==> src/shared/pcrc_pkg.sv <==
// Constants for the programmable CRC generator.
// Assumes one 50 MHz clock and a synchronous active-low reset.
package pcrc_pkg;
  localparam int unsigned PCRC_W        = 16;
  localparam int unsigned PCRC_LEN_W    = 4;
  localparam int unsigned PCRC_FIFO_D   = 8;
  localparam int unsigned PCRC_PTR_W    = 3;
  localparam int unsigned PCRC_CNT_W    = 4;
  localparam int unsigned PCRC_BIT_W    = 5;
  localparam logic [15:0] PCRC_RST_VAL  = 16'h0000;
  localparam logic [3:0]  PCRC_CNT_FULL = 4'h8;
  localparam logic [4:0]  PCRC_BITS_WORD = 5'h10;
  localparam logic [4:0]  PCRC_BIT_ONE  = 5'h01;
  typedef enum logic [1:0] {PCRC_IDLE, PCRC_LOAD, PCRC_SHIFT} pcrc_state_t;
endpackage

==> src/rtl/pcrc_fifo_mem.sv <==
// Small word memory for the CRC data FIFO.
// Assumes one clock; read data are registered.
`timescale 1ns/1ns
`default_nettype none
module pcrc_fifo_mem
  import pcrc_pkg::*;
(
  input  wire logic                  clock,
  input  wire logic                  wr_en,
  input  wire logic [PCRC_PTR_W-1:0] wr_addr,
  input  wire logic [PCRC_W-1:0]     wr_data,
  input  wire logic [PCRC_PTR_W-1:0] rd_addr,
  output logic      [PCRC_W-1:0]     rd_data_ff
);
  logic [PCRC_W-1:0] mem [PCRC_FIFO_D];

  always_ff @(posedge clock) begin
    if (wr_en) begin
      mem[wr_addr] <= wr_data;
    end
  end

  always_ff @(posedge clock) begin
    rd_data_ff <= mem[rd_addr];
  end
endmodule
`default_nettype wire

==> src/rtl/pcrc_generator.sv <==
// Programmable CRC generator: data FIFO, bit-serial shifter, done interrupt.
// Assumes configuration inputs are steady while a word is being shifted.
`timescale 1ns/1ns
`default_nettype none
module pcrc_generator
  import pcrc_pkg::*;
(
  input  wire logic                  clock,
  input  wire logic                  nrst,
  input  wire logic [PCRC_W-1:1]     crc_polynomial_register,
  input  wire logic [PCRC_LEN_W-1:0] polynomial_length_field,
  input  wire logic                  crc_clear,
  input  wire logic [PCRC_W-1:0]     in_data,
  input  wire logic                  in_valid,
  output logic                       in_ready_ff,
  output logic                       fifo_empty_ff,
  output logic [PCRC_W-1:0]          crc_result_ff,
  output logic                       busy_ff,
  output logic                       irq_ff
);
  pcrc_state_t           state_ff;
  logic [PCRC_PTR_W-1:0] wr_ptr_ff;
  logic [PCRC_PTR_W-1:0] rd_ptr_ff;
  logic [PCRC_CNT_W-1:0] count_ff;
  logic [PCRC_BIT_W-1:0] bits_ff;
  logic [PCRC_W-1:0]     word_ff;
  logic [PCRC_W-1:0]     rd_data;
  logic                  push;
  logic                  pop;
  logic [PCRC_W-1:0]     nxt_crc;
  logic [PCRC_CNT_W-1:0] nxt_count;

  // Feedback taps: term bits plus the always-present order-zero term
  function automatic logic [PCRC_W-1:0] taps(input logic [PCRC_W-1:1] x);
    taps = {x, 1'b1};
  endfunction

  // Top bit position of a polynomial of order len+1
  function automatic logic [PCRC_LEN_W-1:0] top_bit(input logic [PCRC_LEN_W-1:0] len);
    top_bit = len;
  endfunction

  // One shift of an order-(len+1) LFSR; bits above the order are held at zero
  function automatic logic [PCRC_W-1:0] crc_step(input logic [PCRC_W-1:0] c,
                                                 input logic             din,
                                                 input logic [PCRC_W-1:1] x,
                                                 input logic [PCRC_LEN_W-1:0] len);
    logic              fb;
    logic [PCRC_W-1:0] mask;
    logic [PCRC_W-1:0] t;
    fb   = c[top_bit(len)] ^ din; // order-(len+1) top term always present
    mask = '0;
    for (int i = 0; i < PCRC_W; i++) begin
      if (i <= int'(len)) begin
        mask[i] = 1'b1;
      end
    end
    t = taps(x) & mask;
    crc_step = ({c[PCRC_W-2:0], 1'b0} ^ (fb ? t : '0)) & mask;
  endfunction

  assign push = in_valid && in_ready_ff;
  assign pop  = (state_ff == PCRC_IDLE) && (count_ff != '0);
  assign nxt_count = count_ff + {3'h0, push} - {3'h0, pop};
  assign nxt_crc = crc_step(crc_result_ff, word_ff[PCRC_W-1], crc_polynomial_register,
                            polynomial_length_field);

  // Read data are registered: the word popped in IDLE stands on rd_data in LOAD
  pcrc_fifo_mem u_mem (
    .clock      (clock),
    .wr_en      (push),
    .wr_addr    (wr_ptr_ff),
    .wr_data    (in_data),
    .rd_addr    (rd_ptr_ff),
    .rd_data_ff (rd_data)
  );

  // FIFO pointers and occupancy
  always_ff @(posedge clock) begin
    if (!nrst) begin
      wr_ptr_ff     <= '0;
      rd_ptr_ff     <= '0;
      count_ff      <= '0;
      in_ready_ff   <= 1'b1;
      fifo_empty_ff <= 1'b1;
    end else begin
      if (push) begin
        wr_ptr_ff <= wr_ptr_ff + 1'b1;
      end
      if (pop) begin
        rd_ptr_ff <= rd_ptr_ff + 1'b1;
      end
      count_ff      <= nxt_count;
      in_ready_ff   <= nxt_count != PCRC_CNT_FULL;
      fifo_empty_ff <= nxt_count == '0;
    end
  end

  // Word sequencer and shifter
  always_ff @(posedge clock) begin
    if (!nrst) begin
      state_ff      <= PCRC_IDLE;
      bits_ff       <= '0;
      word_ff       <= '0;
      crc_result_ff <= PCRC_RST_VAL;
      busy_ff       <= 1'b0;
    end else begin
      case (state_ff)
        PCRC_IDLE: begin
          if (crc_clear) begin
            crc_result_ff <= PCRC_RST_VAL;
          end
          if (pop) begin
            state_ff <= PCRC_LOAD;
            busy_ff  <= 1'b1;
          end
        end
        PCRC_LOAD: begin
          word_ff  <= rd_data;
          bits_ff  <= PCRC_BITS_WORD;
          state_ff <= PCRC_SHIFT;
        end
        PCRC_SHIFT: begin
          crc_result_ff <= nxt_crc;
          word_ff       <= {word_ff[PCRC_W-2:0], 1'b0};
          bits_ff       <= bits_ff - PCRC_BIT_ONE;
          if (bits_ff == PCRC_BIT_ONE) begin
            state_ff <= PCRC_IDLE;
            busy_ff  <= 1'b0;
          end
        end
        default: begin
          state_ff <= PCRC_IDLE;
          busy_ff  <= 1'b0;
        end
      endcase
    end
  end

  // Interrupt pulse when the last queued word has been folded in
  // A word pushed in the last shift cycle keeps the queue busy, so no pulse then
  always_ff @(posedge clock) begin
    if (!nrst) begin
      irq_ff <= 1'b0;
    end else begin
      irq_ff <= (state_ff == PCRC_SHIFT) && (bits_ff == PCRC_BIT_ONE) && (count_ff == '0) && !push;
    end
  end

  // Queue properties
  ovf_block_a: assert property (@(posedge clock) disable iff (!nrst)
    (count_ff == PCRC_CNT_FULL) |-> !in_ready_ff)
    else $error("fifo full but ready high");
  full_ready_a: assert property (@(posedge clock) disable iff (!nrst)
    !in_ready_ff |-> (count_ff == PCRC_CNT_FULL))
    else $error("ready low with room left");
  empty_flag_a: assert property (@(posedge clock) disable iff (!nrst)
    fifo_empty_ff == ((wr_ptr_ff == rd_ptr_ff) && in_ready_ff))
    else $error("empty flag mismatch");
  empty_ready_a: assert property (@(posedge clock) disable iff (!nrst)
    fifo_empty_ff |-> in_ready_ff)
    else $error("empty fifo refuses words");
  push_fill_a: assert property (@(posedge clock) disable iff (!nrst)
    (push && !pop) |=> !fifo_empty_ff)
    else $error("accepted word not queued");
  pop_start_a: assert property (@(posedge clock) disable iff (!nrst)
    (!busy_ff && !fifo_empty_ff && state_ff == PCRC_IDLE) |=> busy_ff)
    else $error("queued word not started");
  pop_load_a: assert property (@(posedge clock) disable iff (!nrst)
    pop |=> (state_ff == PCRC_LOAD))
    else $error("popped word not loaded");
  idle_empty_a: assert property (@(posedge clock) disable iff (!nrst)
    (state_ff == PCRC_IDLE && fifo_empty_ff) |=> !busy_ff)
    else $error("busy with empty queue");
  busy_state_a: assert property (@(posedge clock) disable iff (!nrst)
    busy_ff == (state_ff != PCRC_IDLE))
    else $error("busy flag out of step");
  irq_done_a: assert property (@(posedge clock) disable iff (!nrst)
    irq_ff |-> !busy_ff && fifo_empty_ff)
    else $error("interrupt while work pending");
  irq_once_a: assert property (@(posedge clock) disable iff (!nrst)
    irq_ff |=> !irq_ff)
    else $error("interrupt longer than one cycle");

  // Shifter properties
  word_len_a: assert property (@(posedge clock) disable iff (!nrst)
    $rose(busy_ff) |-> ##17 !busy_ff)
    else $error("word did not take sixteen shifts");
  load_count_a: assert property (@(posedge clock) disable iff (!nrst)
    (state_ff == PCRC_LOAD) |=> (state_ff == PCRC_SHIFT && bits_ff == PCRC_BITS_WORD))
    else $error("load did not arm sixteen shifts");
  bits_range_a: assert property (@(posedge clock) disable iff (!nrst)
    (state_ff == PCRC_SHIFT) |-> (bits_ff != '0 && bits_ff <= PCRC_BITS_WORD))
    else $error("shift count out of range");
  const_term_a: assert property (@(posedge clock) disable iff (!nrst)
    (state_ff == PCRC_SHIFT && (crc_result_ff[polynomial_length_field] ^ word_ff[PCRC_W-1]))
    |=> crc_result_ff[0])
    else $error("order zero term missing");
  no_feed_a: assert property (@(posedge clock) disable iff (!nrst)
    (state_ff == PCRC_SHIFT && !(crc_result_ff[polynomial_length_field] ^ word_ff[PCRC_W-1]))
    |=> !crc_result_ff[0])
    else $error("feedback without top bit");
  tap_sel_a: assert property (@(posedge clock) disable iff (!nrst)
    (state_ff == PCRC_SHIFT && polynomial_length_field == '1 && crc_result_ff[15] != word_ff[15])
    |=> crc_result_ff[12] == ($past(crc_result_ff[11]) ^ crc_polynomial_register[12]))
    else $error("tap twelve wrong");
  tap_five_a: assert property (@(posedge clock) disable iff (!nrst)
    (state_ff == PCRC_SHIFT && polynomial_length_field == '1 && crc_result_ff[15] != word_ff[15])
    |=> crc_result_ff[5] == ($past(crc_result_ff[4]) ^ crc_polynomial_register[5]))
    else $error("tap five wrong");
  top_term_a: assert property (@(posedge clock) disable iff (!nrst)
    (state_ff == PCRC_SHIFT && polynomial_length_field == '1 && crc_polynomial_register == '0)
    |=> crc_result_ff[0] == ($past(crc_result_ff[15]) ^ $past(word_ff[15])))
    else $error("top term feedback missing");
  order_mask_a: assert property (@(posedge clock) disable iff (!nrst)
    (state_ff == PCRC_SHIFT && polynomial_length_field != '1)
    |=> crc_result_ff[15] == 1'b0)
    else $error("bit above order set");
  order_top_a: assert property (@(posedge clock) disable iff (!nrst)
    (state_ff == PCRC_SHIFT) |=> ((crc_result_ff >> polynomial_length_field) <= 16'h0001))
    else $error("bits above order not clear");

  full_c:  cover property (@(posedge clock) disable iff (!nrst) !in_ready_ff);
  irq_c:   cover property (@(posedge clock) disable iff (!nrst) irq_ff);
  b2b_c:   cover property (@(posedge clock) disable iff (!nrst) $fell(busy_ff) ##1 busy_ff);
  short_c: cover property (@(posedge clock) disable iff (!nrst) busy_ff && polynomial_length_field == 4'h7);
  long_c:  cover property (@(posedge clock) disable iff (!nrst) busy_ff && polynomial_length_field == '1);
endmodule
`default_nettype wire

==> config.mk <==
export PLATFORM = sky130hd
export DESIGN_NAME = pcrc_generator
export DESIGN_NICKNAME = d
export VERILOG_FILES = /design/src/shared/pcrc_pkg.sv /design/src/rtl/pcrc_fifo_mem.sv /design/src/rtl/pcrc_generator.sv
export SDC_FILE = /design/constraint.sdc
export NUM_CORES = 1
export LEC_CHECK = 0
export BUFFER_PORTS_ARGS = -buffer_cell sky130_fd_sc_hd__buf_2
export CORE_MARGIN = 2
export CORE_UTILIZATION = 60
export CTS_CLUSTER_DIAMETER = 60
export DETAILED_ROUTE_END_ITERATION = 12
export HOLD_SLACK_MARGIN = 0.12
export PLACE_DENSITY = 0.79
export RECOVER_POWER = 100
export SYNTH_ARGS = -nofsm -noshare
export SYNTH_HDL_FRONTEND = slang
export SYNTH_SLANG_ARGS = --single-unit
==> constraint.sdc <==
create_clock -name clock -period 6.6 [get_ports clock]
set_input_delay 1.32 -clock clock [delete_from_list [all_inputs] [get_ports clock]]
set_output_delay 1.32 -clock clock [all_outputs]
set_load 0.01 [all_outputs]
==> results of run 1 <==
path summary, 6_finish.rpt:
check,depth (start not counted),startpoint,to
worst max-delay path,7,polynomial_length_field[1],crc_result_ff[14]
worst min-delay path,2,busy_ff,busy_ff
worst max register to register,6,crc_result_ff[0],crc_result_ff[14]
worst min register to register,2,busy_ff,busy_ff
synthesized netlist by cell type (2+ instances only):
master,number,area [µm²]
xnor2_1,5,43.8
nor3_1,8,40.0
or4b_2,2,20.0
o22ai_2,2,25.0
buf_2,5,25.0
dfxtp_1,69,1380
nor2_1,29,109
o21ai_0,7,35.0
nand2b_1,13,81.3
nand4b_1,2,17.5
nand3b_1,15,113
ha_1,13,163
inv_1,18,67.6
mux2i_1,26,260
clkbuf_1,23,86.3
a21boi_0,5,37.5
o311ai_1,2,17.5
a211oi_1,19,143
buf_4,3,22.5
mux2_2,16,180
edfxtp_1,128,3840
buf_6,5,56.3
o22ai_1,3,18.8
a32oi_1,4,35.0
a21o_1,2,15.0
a21oi_1,16,80.1
nand2_1,64,240
o211a_1,16,160
mux4_2,32,721
nor4_4,2,42.5
or3b_2,3,26.3
nor3b_1,14,105
nor2b_1,6,37.5
or3_1,2,12.5
o31ai_1,2,15.0
and2_1,12,75.1
nand3_1,13,65.1
area by class of cell:
type	instances	area, µm²
multi-input combinational	371	3070
clock inverter	14	165
clock buffer	18	429
inverter	18	67.6
tap	180	225
timing repair buffer	65	275
fill	974	4470
sequential	197	5230
sequential cells by signal, summed over array words and instances, names as in the netlist, 2 cells and up:
register          count
count_ff              4
state_ff              2
rd_ptr_ff             3
u_mem.rd_data_ff     16
u_mem.mem           128
word_ff              16
crc_result_ff        16
wr_ptr_ff             3
bits_ff               5
power by group:
part | switching [mW] | internal [mW] | leakage, nW
Clock | 0.468 | 0.571 | 0.290
Sequential | 0.128 | 1.51 | 1.73
Combinational | 0.464 | 0.443 | 1.21
Total | 1.06 | 2.53 | 3.23
cells by family after synthesis:
family / count (synthesis)
and+or+nand+nor: 193
buffers and inverters: 55
AOI/OAI and AO/OA: 82
adders and majority gates: 14
muxes: 75
DFF: 197
xor gates and xnor gates: 7
worst max-delay path, stage by stage:
cell and delay [ns]:
clkbuf_1 0.60, mux2i_1 0.28, o22ai_1 0.13, nor4_1 1.69, xnor2_1 0.68, mux2i_1 0.29, o311ai_0 0.15
stage by stage:
stage               setup WS [ns]  hold WS [ns]  power [mW]  cell area [µm²]
finish                       1.74         0.480        3.59             9460
global placement             2.85         0.458        2.53             9010
floorplan                    3.11         0.454        2.35             8580
detailed placement           2.65         0.463        2.58             9010
global route                 1.50         0.513        3.77             9460
CTS                          3.13         0.479        3.62             9600
routing by layer:
metal,track usage,share of wire,vias to the layer above
met2,0.405,0.51,144
met4,0.0923,0.021,0
met5,0,0,-
met3,0.0531,0.053,27
li1,-,-,2438
met1,0.286,0.42,2605
==> flow_summary_export.csv, run 1 <==
group,metric,value,unit
yosys,synth_seq_area_share,0.609,
routing,ant_nets,0,
clocking,cts_tree,"built",
sta,finalCritPeriodShare,0.736,
yosys,synth-compound-area-share,0.0722,
cells_and_area,drive_above_1_share,0.168,
global_routing,grt.total_usage,0.234,
die,die_w,124,µm
yosys,synth_top_family_by_area,"multiplexers",
clocking,cts_root_buf,"clkbuf_16",
cells_and_area,mostFrequentLayoutCells,"edfxtp_1 (128), dfxtp_1 (67), nand2_1 (64), clkbuf_1 (45), mux4_2 (32)",
sta,tightest_slew,2.97,ns
worst_setup_path,arrival,5.14,ns
worst_setup_path,critPathLaunchType,"primary input",
routing,vias,5214,
global_routing,grt_pass1_vias,5258,
sta,finalSetupViolCount,0,
cells_and_area,postLayoutCoreUtil,0.679,
clocking,cts_buffers,17,
placement,place_hpwl,10100,µm
die,die_h,124,µm
power_and_ir_drop,p_leak,3.23,nW
yosys,syn_nets,676,
routing,dr.pass1.iters,5,
routing,wire_per_inst,19.3,µm
cells_and_area,layout_commonest_cell,"edfxtp_1",
cells_and_area,layout.nets,723,
run,cap_violations,6,
sta,rsz0062_at_grt,"no",
sta,fmax,206,MHz
sta,fin_tns_setup,0,ns
clocking,clk_latency,0.43,ns
sta,finClkSkew,0.0104,ns
yosys,muxShareOfSynthArea,0.137,
die,die_area,15300,µm²
yosys,avgSynthCellArea,13.8,µm²
worst_setup_path,r2r_setup_slack,2.98,ns
worst_setup_path,worstPathMaxFanout,16,
global_routing,grt_overflow_total,0,
status,violations,"max-capacitance violations, max-slew violations",
die,ioPinCount,59,
yosys,syn_inst,623,
worst_setup_path,crit_type,"in2reg",
sta,finalMaxSlewViolations,115,
yosys,postSynth.asyncResetShare,0,
global_routing,grt_pass1_wl,26400,µm
yosys,synth-main-ff-cell,"edfxtp_1",
yosys,ys_warn_count,0,
placement,placedCellCount,831,
clocking,cts_buffer_depth,2,
status,status,"finished with violations",
global_routing,antenna_found_initial,0,
yosys,yosys.area_share.simple,0.122,
yosys,synth_cell_types,54,
worst_setup_path,critPathCaptureType,"flip-flop",
cells_and_area,antenna_cells,0,
power_and_ir_drop,vdd_drop_max,0.237,mV
placement,io_buffers,58,
die,core_area,13900,µm²
yosys,synth-seq-cells,197,
yosys,synthAdderAreaFrac,0.0213,
sta,slew_headroom,-0.994,
yosys,synth_edf_count,128,
worst_hold_path,min-delay-path-class,"reg2reg",
placement,gp_congestion,0.786,
routing,via_per_inst,6.04,
yosys,synth_xor_area_frac,0.00802,
sta,period_needed,4.86,ns
routing,remaining_drc_errors,0,
cells_and_area,area_growth,10.3,%
sta,hold_violations,0,
clocking,cts_setup_buffers,0,
clocking,htree_num_levels,4,
worst_setup_path,cp.required,6.89,ns
clocking,hold_buffers,0,
clocking,cts.sinks,197,
die,fp-row-count,43,
die,start_util,0.616,
routing,routed_wirelength,16700,µm
clocking,path_clk_slew,0.07,ns
power_and_ir_drop,power_density,379,nW/µm²
cells_and_area,final_cells,863,
yosys,synth_area,8580,µm²
routing,drtIter0Drc,422,
global_routing,grt_max_degree,41,
clocking,cts-resized-gates,0,
(Power assumes the default switching activity.)
==> inputs of run 2 (changes only) <==
==> constraint.sdc (replaced) <==
create_clock -name clock -period 4.6 [get_ports clock]
set_input_delay 0.92 -clock clock [delete_from_list [all_inputs] [get_ports clock]]
set_output_delay 0.92 -clock clock [all_outputs]
set_load 0.01 [all_outputs]
==> flow_summary_export.csv, run 2 (synthesized netlist as in run 1, its figures left out) <==
group,metric,value,unit
status,status,"finished with violations",
status,violations,"max-capacitance violations, max-slew violations",
clocking,cts_buffers,17,
cells_and_area,mostFrequentLayoutCells,"edfxtp_1 (128), dfxtp_1 (68), nand2_1 (64), clkbuf_1 (45), mux4_2 (32)",
routing,ant_nets,0,
worst_hold_path,holdPathEnd,"busy_ff",
sta,hold_violations,0,
cells_and_area,area_growth,10.4,%
cells_and_area,layout.nets,725,
power_and_ir_drop,vdd_drop_max,0.335,mV
worst_setup_path,path_cells,"clkbuf_1 > nand2_1 > nor3_1",
clocking,path_clk_slew,0.07,ns
clocking,htree_num_levels,4,
power_and_ir_drop,p_clk_frac,0.286,
power_and_ir_drop,total_power,5.13,mW
routing,routed_wirelength,16700,µm
cells_and_area,final_cells,865,
die,fp-row-count,43,
cells_and_area,regArea,5230,µm²
worst_setup_path,r2r_setup_slack,1.22,ns
sta,rsz0062_at_grt,"no",
clocking,cts_setup_buffers,0,
cells_and_area,antenna_cells,0,
worst_setup_path,critPathTopFamily,"simple AND/OR/NAND/NOR gates",
worst_setup_path,worstPathMaxFanout,16,
worst_setup_path,rr_endpoint,"u_mem.mem[2][14]",
cells_and_area,largest-register,"u_mem.mem",
die,die_h,124,µm
cells_and_area,fin_area,9470,µm²
global_routing,grt_pass1_wl,25900,µm
sta,finalSetupViolCount,0,
sta,finalMaxSlewViolations,94,
worst_setup_path,cp_num_buf_inv,1,
cells_and_area,multi_input_area,3090,µm²
global_routing,grt_overflow_total,0,
routing,remaining_drc_errors,0,
die,die_w,124,µm
placement,place_hpwl,10200,µm
global_routing,grt_pass1_vias,5065,
worst_setup_path,critPathLaunchType,"primary input",
global_routing,grt_max_degree,41,
power_and_ir_drop,power_density,541,nW/µm²
clocking,cts_root_buf,"clkbuf_16",
clocking,cts_tree,"built",
routing,vias,5232,
worst_setup_path,cpPeakStageDelay,2.29,ns
die,ioPinCount,59,
sta,finalCritPeriodShare,0.785,
routing,via_per_inst,6.05,
run,cap_violations,5,
sta,fin_tns_setup,0,ns
cells_and_area,layout_commonest_cell,"edfxtp_1",
die,core_area,13900,µm²
power_and_ir_drop,switchingPower,1.52,mW
worst_setup_path,ff2ff_path_depth,2,
placement,placed_area,9020,µm²
cells_and_area,largest_register_ffs,128,
clocking,hold_buffers,0,
worst_setup_path,critPathCaptureType,"flip-flop",
global_routing,grt.total_usage,0.231,
worst_setup_path,cpMaxStageDelayCell,"nor3_1",
cells_and_area,nFillCells,985,
sta,slew_headroom,-0.987,
power_and_ir_drop,p_leak,3.24,nW
sta,layout_setup_ws,0.989,ns
sta,finClkSkew,0.0139,ns
sta,period_needed,3.61,ns
cells_and_area,drive_above_1_share,0.169,
worst_setup_path,timing.rr.start,"in_ready_ff",
routing,dr.pass1.iters,5,
sta,fmax,277,MHz
worst_setup_path,arrival,3.59,ns
routing,drtIter0Drc,372,
placement,placedCellCount,833,
placement,gp_congestion,0.808,
die,die_area,15300,µm²
power_and_ir_drop,intPower,3.61,mW
die,start_util,0.616,
worst_setup_path,cp.required,4.58,ns
worst_hold_path,hold_path_depth,2,
worst_hold_path,worstHoldStart,"busy_ff",
power_and_ir_drop,switching_share,0.296,
worst_hold_path,min-delay-path-class,"reg2reg",
power_and_ir_drop,power_frac_comb,0.246,
worst_setup_path,crit_type,"in2reg",
clocking,cts-resized-gates,0,
routing,wire_per_inst,19.4,µm
placement,dp_slack,1.11,ns
clocking,cts_buffer_depth,2,
sta,tightest_slew,2.96,ns
clocking,cts.sinks,197,
global_routing,antenna_found_initial,0,
power_and_ir_drop,power.share.sequential,0.468,
clocking,clk_latency,0.44,ns
placement,io_buffers,58,
==> run 2: cell type report <==
type | instances | area share
repair buffers | 67 | 0.0304
inverters | 18 | 0.00713
flip-flops and latches | 197 | 0.552
multi-input cells | 371 | 0.326
well taps | 180 | 0.0238
clock buffers | 18 | 0.0453
clock inverters | 14 | 0.0158
==> run 2: stage by stage <==
stage	hold WS (ns)	utilization
CTS	0.476	0.689
floorplan	0.454	-
global route	0.500	0.680
finish	0.478	0.680
detailed placement	0.458	0.647
global placement	0.459	0.647
==> run 2: layer usage <==
metal | GRT usage | routed length (µm) | share of wire
met1 | 0.282 | 7130 | 0.43
met2 | 0.396 | 8540 | 0.51
met3 | 0.0582 | 777 | 0.046
met4 | 0.0909 | 289 | 0.017
met5 | 0 | 0 | 0
==> run 2: worst reg2reg max path, cell delays in order (launching register included) <==
cell     delay [ns]
dfxtp_1        0.39
nand2_1        0.22
nor3_1         2.29
==> run 2: power by group through the flow <==
stage / Combinational, mW / Sequential [mW] / Clock (mW)
after floorplan: 1.09 / 2.29 / 0
after global placement: 1.21 / 2.42 / 0
after detailed placement: 1.28 / 2.44 / 0
after CTS: 1.30 / 2.41 / 1.47
after global routing: 1.40 / 2.44 / 1.54
final: 1.26 / 2.40 / 1.47
==> run 2: how the worst max path moves through the flow <==
stage,slack [ns],cells after the start,from,end
final,0.99,3,in_valid,u_mem.mem[2][14]
after global routing,0.73,3,in_valid,u_mem.mem[2][8]
after CTS,1.49,12,state_ff[1],in_ready_ff
after detailed placement,1.11,10,in_valid,in_ready_ff
after global placement,1.26,10,in_valid,in_ready_ff
after floorplan,1.51,2,in_valid,u_mem.mem[0][0]
